## src/tmr16_consts.vh

```
/*
 * register offsets, field positions, widths and reset values of the
 * sixteen-bit counter/timer; definitions only, included by bare name
 * by the timer module; the edge detector does not include it.
 */
`ifndef TMR16_CONSTS_VH
`define TMR16_CONSTS_VH

// register byte offsets
`define OFS_IRQ_FLAGS      8'h00
`define OFS_TIMER_CONTROL  8'h04
`define OFS_TIMER_COUNT    8'h08
`define OFS_PRESCALE_LIMIT 8'h0C
`define OFS_PRESCALE_COUNT 8'h10
`define OFS_MATCH_CONTROL  8'h14
`define OFS_MATCH_VALUE_0  8'h18
`define OFS_MATCH_VALUE_1  8'h1C
`define OFS_MATCH_VALUE_2  8'h20
`define OFS_MATCH_VALUE_3  8'h24
`define OFS_CAPTURE_CTRL   8'h28
`define OFS_CAPTURE_VALUE  8'h2C
`define OFS_EXT_MATCH      8'h3C
`define OFS_COUNT_MODE     8'h70
`define OFS_PULSE_WIDTH    8'h74

// field positions
`define BIT_COUNT_ENABLE   0
`define BIT_COUNT_CLEAR    1
`define BIT_CAPTURE_FLAG   4
`define CCR_RISE           0
`define CCR_FALL           1
`define CCR_IRQ            2
`define COUNT_MODE_REG_MODE_LSB      0
`define COUNT_MODE_REG_MODE_MSB      1
`define EMR_MATCH_ACTIONS  4

// widths and reset values
`define COUNT_WIDTH        16
`define FLAG_WIDTH         5
`define MCR_WIDTH          12
`define EMR_WIDTH          8
`define CCR_WIDTH          3
`define COUNT_MODE_REG_WIDTH         4
`define PWM_WIDTH          2
`define RESET_ZERO         32'h00000000

`endif

```

## src/tmr16_edge_detect.v

```verilog
/*
 * edge detector for a synchronous pin input: registers the previous
 * level and reports rising and falling edges as one-cycle pulses.
 * assumes the pin is already synchronous to the clock.
 */
`timescale 1ns/100ps
module tmr16_edge_detect (
    // clock and reset
    input  wire CLOCK,
    input  wire ARST_N,
    // pin level
    input  wire PIN_LEVEL,
    // edge pulses
    output wire ROSE,
    output wire FELL
);
    reg last_reg; // pin level one cycle ago

    // remember the previous level
    always @(posedge CLOCK or negedge ARST_N) begin
        if (!ARST_N) begin
            last_reg <= 1'b0;
        end else begin
            last_reg <= PIN_LEVEL;
        end
    end

    assign ROSE = PIN_LEVEL & ~last_reg;
    assign FELL = ~PIN_LEVEL & last_reg;
endmodule // tmr16_edge_detect

```

## src/tmr16_timer.v

```verilog
/*
 * sixteen-bit counter/timer: prescaler, timer count, four match
 * channels, one capture channel, two external match outputs and a
 * simple register port. assumes a single-cycle register port that is
 * synchronous to CLOCK; reads return data one cycle after the strobe.
 */
`timescale 1ns/100ps
`include "tmr16_consts.vh"

// Overview of operation
// - flags: match 0..3 bits 0..3, capture bit 4
// - flag set when its source fires
// - writing one clears a flag, zero ignored
// - enable bit lets both counters count
// - clear bit holds both counters at zero
// - timer advances every limit plus one count ticks
// - prescaler wraps to zero after reaching limit
// - timer wraps at maximum without interrupt
// - software reads and writes both counters
// - matches clear, stop or interrupt per control
// - capture register loads timer on pin event, in timer mode only
// - capture control picks edges and interrupt
// - external match register drives two match pins
// - count mode selects timer or counter edges
// - pulse width control puts match pins in pwm
// - all implemented bits reset to zero
// - per channel: interrupt, clear, stop bits
module tmr16_timer (
    // clock and reset
    input  wire        CLOCK,
    input  wire        ARST_N,
    // register port
    input  wire        REG_SEL,
    input  wire        REG_WRITE,
    input  wire [7:0]  REG_ADDR,
    input  wire [31:0] REG_WDATA,
    output reg  [31:0] REG_RDATA,
    // pins
    input  wire        CAPTURE_INPUT_PIN,
    output reg  [1:0]  MATCH_OUTPUT_PINS,
    output reg         IRQ
);
    // registers
    reg [`FLAG_WIDTH-1:0]  irq_flag_reg;            // sticky flags
    reg [1:0]              timer_control_reg;       // enable and clear
    reg [`COUNT_WIDTH-1:0] timer_count_value;       // timer count
    reg [`COUNT_WIDTH-1:0] prescale_limit_value;    // prescale limit
    reg [`COUNT_WIDTH-1:0] prescale_count_value;    // prescale count
    reg [`MCR_WIDTH-1:0]   match_control_reg;       // per-channel actions
    reg [`COUNT_WIDTH-1:0] match_value_reg [0:3];   // match values
    reg [`CCR_WIDTH-1:0]   capture_control_reg;     // capture edges and irq
    reg [`COUNT_WIDTH-1:0] capture_value_zero;      // captured timer value
    reg [`EMR_WIDTH-1:0]   external_match_reg;      // match pins and actions
    reg [`COUNT_MODE_REG_WIDTH-1:0]  count_mode_reg;          // timer or counter mode
    reg [`PWM_WIDTH-1:0]   pulse_width_control_reg; // pwm enables
    reg [1:0]              match_hit_reg;           // match seen on last cycle

    // edges of the capture pin
    wire cap_rise;
    wire cap_fall;
    wire wr_en = REG_SEL & REG_WRITE;

    tmr16_edge_detect cap_edges (
        .CLOCK     (CLOCK),
        .ARST_N    (ARST_N),
        .PIN_LEVEL (CAPTURE_INPUT_PIN),
        .ROSE      (cap_rise),
        .FELL      (cap_fall)
    );

    // capture event per selected edges
    wire cap_event = (capture_control_reg[`CCR_RISE] & cap_rise) |
                     (capture_control_reg[`CCR_FALL] & cap_fall);

    // count tick source: pclk in timer mode, pin edges in counter mode
    reg count_tick;
    always @* begin
        case (count_mode_reg[`COUNT_MODE_REG_MODE_MSB:`COUNT_MODE_REG_MODE_LSB])
            2'h0:    count_tick = 1'b1;
            2'h1:    count_tick = cap_rise;
            2'h2:    count_tick = cap_fall;
            2'h3:    count_tick = cap_rise | cap_fall;
            default: count_tick = 1'b1;
        endcase
    end

    // counting allowed only while enabled and not held clear
    wire run = timer_control_reg[`BIT_COUNT_ENABLE] &
               ~timer_control_reg[`BIT_COUNT_CLEAR];
    // prescaler terminal count reached
    wire pre_term = (prescale_count_value == prescale_limit_value);
    wire tc_step  = run & count_tick & pre_term;

    // per-channel match compare and actions
    wire [3:0] match_eq;
    wire [3:0] match_irq;
    wire [3:0] match_clr;
    wire [3:0] match_stop;
    genvar gi;
    generate
        for (gi = 0; gi < 4; gi = gi + 1) begin : g_match
            assign match_eq[gi]   = run & (timer_count_value == match_value_reg[gi]);
            assign match_irq[gi]  = match_eq[gi] & match_control_reg[3*gi];
            assign match_clr[gi]  = match_eq[gi] & match_control_reg[3*gi+1];
            assign match_stop[gi] = match_eq[gi] & match_control_reg[3*gi+2];
        end
    endgenerate

    // counters, control and match-driven clear/stop
    always @(posedge CLOCK or negedge ARST_N) begin
        if (!ARST_N) begin
            timer_control_reg    <= 2'h0;
            timer_count_value    <= 16'h0000;
            prescale_count_value <= 16'h0000;
        end else begin
            // control register write; stop on match clears enable
            if (wr_en && REG_ADDR == `OFS_TIMER_CONTROL) begin
                timer_control_reg <= REG_WDATA[1:0];
            end else if (|match_stop) begin
                timer_control_reg[`BIT_COUNT_ENABLE] <= 1'b0;
            end
            if (timer_control_reg[`BIT_COUNT_CLEAR]) begin
                // held at zero while clear bit set
                timer_count_value    <= 16'h0000;
                prescale_count_value <= 16'h0000;
            end else begin
                // software overwrite of the counters
                if (wr_en && REG_ADDR == `OFS_TIMER_COUNT) begin
                    timer_count_value <= REG_WDATA[15:0];
                end else if (|match_stop) begin
                    timer_count_value <= timer_count_value; // stop holds
                end else if (tc_step) begin
                    if (|match_clr) begin
                        timer_count_value <= 16'h0000;      // clear on match
                    end else begin
                        timer_count_value <= timer_count_value + 16'h0001; // wraps
                    end
                end
                if (wr_en && REG_ADDR == `OFS_PRESCALE_COUNT) begin
                    prescale_count_value <= REG_WDATA[15:0];
                end else if (|match_stop) begin
                    prescale_count_value <= prescale_count_value;
                end else if (run && count_tick) begin
                    if (pre_term) begin
                        prescale_count_value <= 16'h0000;
                    end else begin
                        prescale_count_value <= prescale_count_value + 16'h0001;
                    end
                end
            end
        end
    end

    // configuration registers, written by software
    integer k; // loop index of the configuration process
    integer m; // loop index of the match pin process
    integer p; // loop index of the output process
    always @(posedge CLOCK or negedge ARST_N) begin
        if (!ARST_N) begin
            prescale_limit_value    <= 16'h0000;
            match_control_reg       <= 12'h000;
            capture_control_reg     <= 3'h0;
            count_mode_reg          <= 4'h0;
            pulse_width_control_reg <= 2'h0;
            for (k = 0; k < 4; k = k + 1) begin
                match_value_reg[k] <= 16'h0000;
            end
        end else if (wr_en) begin
            case (REG_ADDR)
                `OFS_PRESCALE_LIMIT: prescale_limit_value    <= REG_WDATA[15:0];
                `OFS_MATCH_CONTROL:  match_control_reg       <= REG_WDATA[11:0];
                `OFS_MATCH_VALUE_0:  match_value_reg[0]      <= REG_WDATA[15:0];
                `OFS_MATCH_VALUE_1:  match_value_reg[1]      <= REG_WDATA[15:0];
                `OFS_MATCH_VALUE_2:  match_value_reg[2]      <= REG_WDATA[15:0];
                `OFS_MATCH_VALUE_3:  match_value_reg[3]      <= REG_WDATA[15:0];
                `OFS_CAPTURE_CTRL:   capture_control_reg     <= REG_WDATA[2:0];
                `OFS_COUNT_MODE:     count_mode_reg          <= REG_WDATA[3:0];
                `OFS_PULSE_WIDTH:    pulse_width_control_reg <= REG_WDATA[1:0];
                default:             count_mode_reg          <= count_mode_reg;
            endcase
        end
    end

    // capture register loads the timer value on a selected edge, in timer mode only
    always @(posedge CLOCK or negedge ARST_N) begin
        if (!ARST_N) begin
            capture_value_zero <= 16'h0000;
        end else if (cap_event && count_mode_reg[1:0] == 2'h0) begin
            capture_value_zero <= timer_count_value;
        end
    end

    // interrupt flags: set wins over write-one clear
    wire [`FLAG_WIDTH-1:0] flag_set =
        {cap_event & capture_control_reg[`CCR_IRQ], match_irq};
    wire [`FLAG_WIDTH-1:0] flag_clr =
        (wr_en && REG_ADDR == `OFS_IRQ_FLAGS) ? REG_WDATA[4:0] : 5'h00;
    always @(posedge CLOCK or negedge ARST_N) begin
        if (!ARST_N) begin
            irq_flag_reg <= 5'h00;
        end else begin
            irq_flag_reg <= (irq_flag_reg & ~flag_clr) | flag_set;
        end
    end

    // match pin state bits and actions; match toggles/sets/clears
    always @(posedge CLOCK or negedge ARST_N) begin
        if (!ARST_N) begin
            external_match_reg <= 8'h00;
            match_hit_reg      <= 2'h0;
        end else begin
            match_hit_reg <= match_eq[1:0];
            if (wr_en && REG_ADDR == `OFS_EXT_MATCH) begin
                external_match_reg <= REG_WDATA[7:0];
            end else begin
                // act once per match entry, for channels 0 and 1
                for (m = 0; m < 2; m = m + 1) begin
                    if (match_eq[m] && !match_hit_reg[m]) begin
                        case (external_match_reg[`EMR_MATCH_ACTIONS+2*m +: 2])
                            2'h1:    external_match_reg[m] <= 1'b0;
                            2'h2:    external_match_reg[m] <= 1'b1;
                            2'h3:    external_match_reg[m] <= ~external_match_reg[m];
                            default: external_match_reg[m] <= external_match_reg[m];
                        endcase
                    end
                end
            end
        end
    end

    // outputs: pins, pwm, interrupt request, read data
    always @(posedge CLOCK or negedge ARST_N) begin
        if (!ARST_N) begin
            MATCH_OUTPUT_PINS <= 2'h0;
            IRQ               <= 1'b0;
            REG_RDATA         <= `RESET_ZERO;
        end else begin
            // pwm: low until match, high after match, period by clear
            for (p = 0; p < 2; p = p + 1) begin
                if (pulse_width_control_reg[p]) begin
                    MATCH_OUTPUT_PINS[p] <= (timer_count_value >= match_value_reg[p]);
                end else begin
                    MATCH_OUTPUT_PINS[p] <= external_match_reg[p];
                end
            end
            IRQ <= |irq_flag_reg;
            // register read, reserved bits read zero
            if (REG_SEL && !REG_WRITE) begin
                case (REG_ADDR)
                    `OFS_IRQ_FLAGS:      REG_RDATA <= {27'h0, irq_flag_reg};
                    `OFS_TIMER_CONTROL:  REG_RDATA <= {30'h0, timer_control_reg};
                    `OFS_TIMER_COUNT:    REG_RDATA <= {16'h0, timer_count_value};
                    `OFS_PRESCALE_LIMIT: REG_RDATA <= {16'h0, prescale_limit_value};
                    `OFS_PRESCALE_COUNT: REG_RDATA <= {16'h0, prescale_count_value};
                    `OFS_MATCH_CONTROL:  REG_RDATA <= {20'h0, match_control_reg};
                    `OFS_MATCH_VALUE_0:  REG_RDATA <= {16'h0, match_value_reg[0]};
                    `OFS_MATCH_VALUE_1:  REG_RDATA <= {16'h0, match_value_reg[1]};
                    `OFS_MATCH_VALUE_2:  REG_RDATA <= {16'h0, match_value_reg[2]};
                    `OFS_MATCH_VALUE_3:  REG_RDATA <= {16'h0, match_value_reg[3]};
                    `OFS_CAPTURE_CTRL:   REG_RDATA <= {29'h0, capture_control_reg};
                    `OFS_CAPTURE_VALUE:  REG_RDATA <= {16'h0, capture_value_zero};
                    `OFS_EXT_MATCH:      REG_RDATA <= {24'h0, external_match_reg};
                    `OFS_COUNT_MODE:     REG_RDATA <= {28'h0, count_mode_reg};
                    `OFS_PULSE_WIDTH:    REG_RDATA <= {30'h0, pulse_width_control_reg};
                    default:             REG_RDATA <= `RESET_ZERO;
                endcase
            end
        end
    end
endmodule // tmr16_timer

```

## config.mk

```make
export PLATFORM = sky130hd
export DESIGN_NAME = tmr16_timer
export DESIGN_NICKNAME = d
export VERILOG_FILES = /design/src/tmr16_edge_detect.v /design/src/tmr16_timer.v
export VERILOG_INCLUDE_DIRS = /design/src
export SDC_FILE = /design/constraint.sdc
export NUM_CORES = 1
export LEC_CHECK = 0
export ABC_AREA = 1
export BUFFER_PORTS_ARGS = -buffer_cell sky130_fd_sc_hd__buf_2
export CAP_MARGIN = 5
export CORE_ASPECT_RATIO = 1.75
export CORE_UTILIZATION = 56
export DETAILED_ROUTE_END_ITERATION = 10
export PLACE_DENSITY = 0.81
export SKIP_LAST_GASP = 1
export SYNTH_ARGS = -nofsm -noshare
export SYNTH_HDL_FRONTEND = slang
export SYNTH_HIERARCHICAL = 1
export SYNTH_SLANG_ARGS = --single-unit
```

## constraint.sdc

```tcl
create_clock -name CLOCK -period 2.04 [get_ports CLOCK]
set_input_delay 0.204 -clock CLOCK [delete_from_list [all_inputs] [get_ports CLOCK]]
set_output_delay 0.204 -clock CLOCK [all_outputs]
set_load 0.05 [all_outputs]
```

==> results.cfg <==
[status]
status = finished, violations left
violations = negative setup slack

[global_route]
grt_max_degree = 55
antenna_found_initial = 1
grt_pass1_vias = 11900
grt_util_all_layers_pct = 42.5
gr-total-overflow = 0
grt_pass1_wl_um = 64600

[final_layout]
fill_cells = 1525
largest_register_ffs = 64
multi_input_area_um2 = 6320
final_common_cell = nand2_1
nNetsFinal = 1904
mostFrequentLayoutCells = 453 x nand2_1, 198 x buf_4, 195 x o21ai_0
diodes = 0
regArea_um2 = 4670
area_delta_synth_final_pct = 31.2
instances_no_fill = 2079
drive_above_1_share_pct = 24.4

[synthesis]
synth_compound_area_share_pct = 15.2
syn_area_um2 = 11300
syn_inst = 1581
synth_edf_count = 0
synth_ff_type = dfrtp_1
async_flop_share_pct = 100
synth_top_area_share_pct = 41.1
yosys-top-cells-area = dfrtp_1 41%, nand2_1 16%, o21ai_0 8.7%
ys_seq_area_share_pct = 41.1
ys_seq_elements = 186
yosys.area_share.simple_pct = 26.8
avgSynthCellArea_um2 = 7.17
synthMuxAreaShare_pct = 0
synth_cell_type_count = 46
synthAdderAreaFrac_pct = 4.19
yosysWarningCount = 6
synth_top_family_by_area = simple AND/OR/NAND/NOR gates
yosysTopAreaCell = dfrtp_1
synth_xor_area_share_pct = 2.78

[critical_path]
endpoint = timer_count_value[8]
r2r_setup_slack_ns = -0.22
crit_path_end_kind = flip-flop
r2r_start = timer_count_value[13]
cp-startpoint = timer_count_value[13]
reg2reg_to = timer_count_value[8]
reg2reg_depth = 14
worstPathArrival_ns = 2.60
cp-start-kind = flip-flop
crit_type = reg -> reg
cp.required_ns = 2.38
path_max_fanout = 5

[sta]
worst_pin_slew_ns = 1.15
max-slew-margin-rel_pct = 22.6
setup_violations = 36
final_max_slew_viol_count = 0
clock_skew_ns = 0.0120
period_share_pct = 111
fmax_mhz = 442
setup_ws_ns = -0.221
fin_crit_ns = 2.26
hold_violations = 0
rsz0062_at_grt = true

[job]
cap_violations = 0

[cts]
htreeDepth = 4
cts_tree = yes
path_clk_slew_ns = 0.07
insertion_delay_ns = 0.46
numCtsBuffers = 17
clockRootBuffer = clkbuf_16
cts_sinks = 186
clk_path_buf_depth = 2

[placed_design]
gp_congestion = 1.03
pre_cts_ws_ns = -0.522
hpwl_um = 31500
io_buffers = 47
placedCellCount = 2010

[floorplan]
fp.dieH_um = 190
rows = 68
die_w_um = 110
initial_core_util_pct = 57.4
core-area_um2 = 19700
io_pins = 80
dieArea_um2 = 20800

[drt]
routed_wl_um = 43600
vias = 12400
drtIter0Drc = 1164
ant_nets = 0
first_pass_iters = 6
wire_per_inst_um = 21.0
drc = 0
avgViaCountPerCell = 5.95

[min_path]
hp-class = in -> reg
hold_depth = 3

[power_and_ir_drop]
p_leak_nw = 7.56
powerDensity_nw_per_um2 = 567
p_total_w = 0.00844
ir_worst_vdd_mv = 0.805
-- cell usage after synthesis (2+ instances only) --
library cell  instances
a2111oi_0             2
a211oi_1              2
a21oi_1              61
a221oi_1              6
a22o_1                3
buf_2                10
buf_4                19
buf_6                 3
clkbuf_1             36
clkbuf_2              2
clkinv_1              3
dfrtp_1             186
ha_1                 38
inv_1               186
inv_2                 9
nand2_1             485
nand2_2               3
nand3_1              73
nand3_2               2
nand3b_1              3
nand4_1              30
nor2_1              109
nor2_2                2
nor3_1               21
nor3_2                4
nor4_1                2
o2111ai_1             6
o211ai_1              4
o21ai_0             197
o221ai_1              3
o22ai_1              22
xnor2_1               4
xor2_1               32
-- cells by family after synthesis --
logic type                 Yosys count
and+or+nand+nor                    737
AOI/OAI and AO/OA                  313
buffers and inverters              270
DFF                                186
adders and majority gates           38
xor gates and xnor gates            36
other                                1
-- layout make-up --
cell class                      count  area share (%)
Clock buffer                       18            2.89
Clock inverter                     14           0.976
Sequential cell                   186            31.4
Timing Repair Buffer              276            15.1
Tap cell                          245            2.06
Inverter                          199            5.06
Multi-Input combinational cell   1141            42.5
-- through the flow --
step | area (um^2) | TNS [ns] | hold slack, ns | utilization [%]
floorplan | 11400 | 0 | -0.0916 | -
global placement | 13200 | -6.10 | 0.212 | 66.8
detailed placement | 13200 | -8.56 | 0.207 | 66.8
CTS | 14300 | -1.87 | 0.0735 | 72.3
global route | 14900 | -7.74 | 0.0799 | 75.4
finish | 14900 | -5.37 | 0.0852 | 75.4
-- report_power, final --
| group | internal, W | leakage (nW) | total [W] | switching, W |
|---|---|---|---|---|
| combinational | 0.000443 | 4.80 | 0.00122 | 0.000775 |
| sequential | 0.00376 | 2.49 | 0.00383 | 0.0000665 |
| clock | 0.00181 | 0.273 | 0.00339 | 0.00158 |
-- repair_timing --
action / in CTS / in global routing
hold endpoints to repair: 51 / 0
resized for setup: 72 / 89
endpoints found under the setup margin: 36 / 36
buffers inserted: 15 / 18
pin swaps: 27 / 52
gates cloned: 2 / 1
hold buffers: 2 / 0
-- per-layer routing --
layer / global-route usage (%) / wire length, um / vias up
met4: 31.3 / 3780 / 0
met5: 0 / 0 / -
met3: 7.69 / 3760 / 245
li1: - / - / 5585
met1: 49.1 / 15200 / 5738
met2: 69.1 / 20900 / 807
-- critical path, cell delays in order (launching register included) --
cell and delay, ns:
dfrtp_2 0.47, ha_4 0.31, nand2_4 0.07, nor2_4 0.11
nand2_2 0.10, nor2_4 0.15, nand2_4 0.08, o21ai_4 0.18
inv_2 0.05, nand3_2 0.08, buf_6 0.11, o21bai_4 0.10
clkbuf_16 0.19, nand3_2 0.06, nand2_1 0.07
-- how the worst min path moves through the flow --
stage	start	endpoint
2_1_floorplan	ARST_N	IRQ
3_3_place_gp	ARST_N	prescale_limit_value[0]
3_5_place_dp	ARST_N	prescale_limit_value[0]
4_1_cts	REG_WDATA[0]	timer_control_reg[0]
5_1_grt	REG_WDATA[0]	timer_control_reg[0]
6_report	REG_WDATA[0]	timer_control_reg[0]
(Power assumes the default switching activity.)
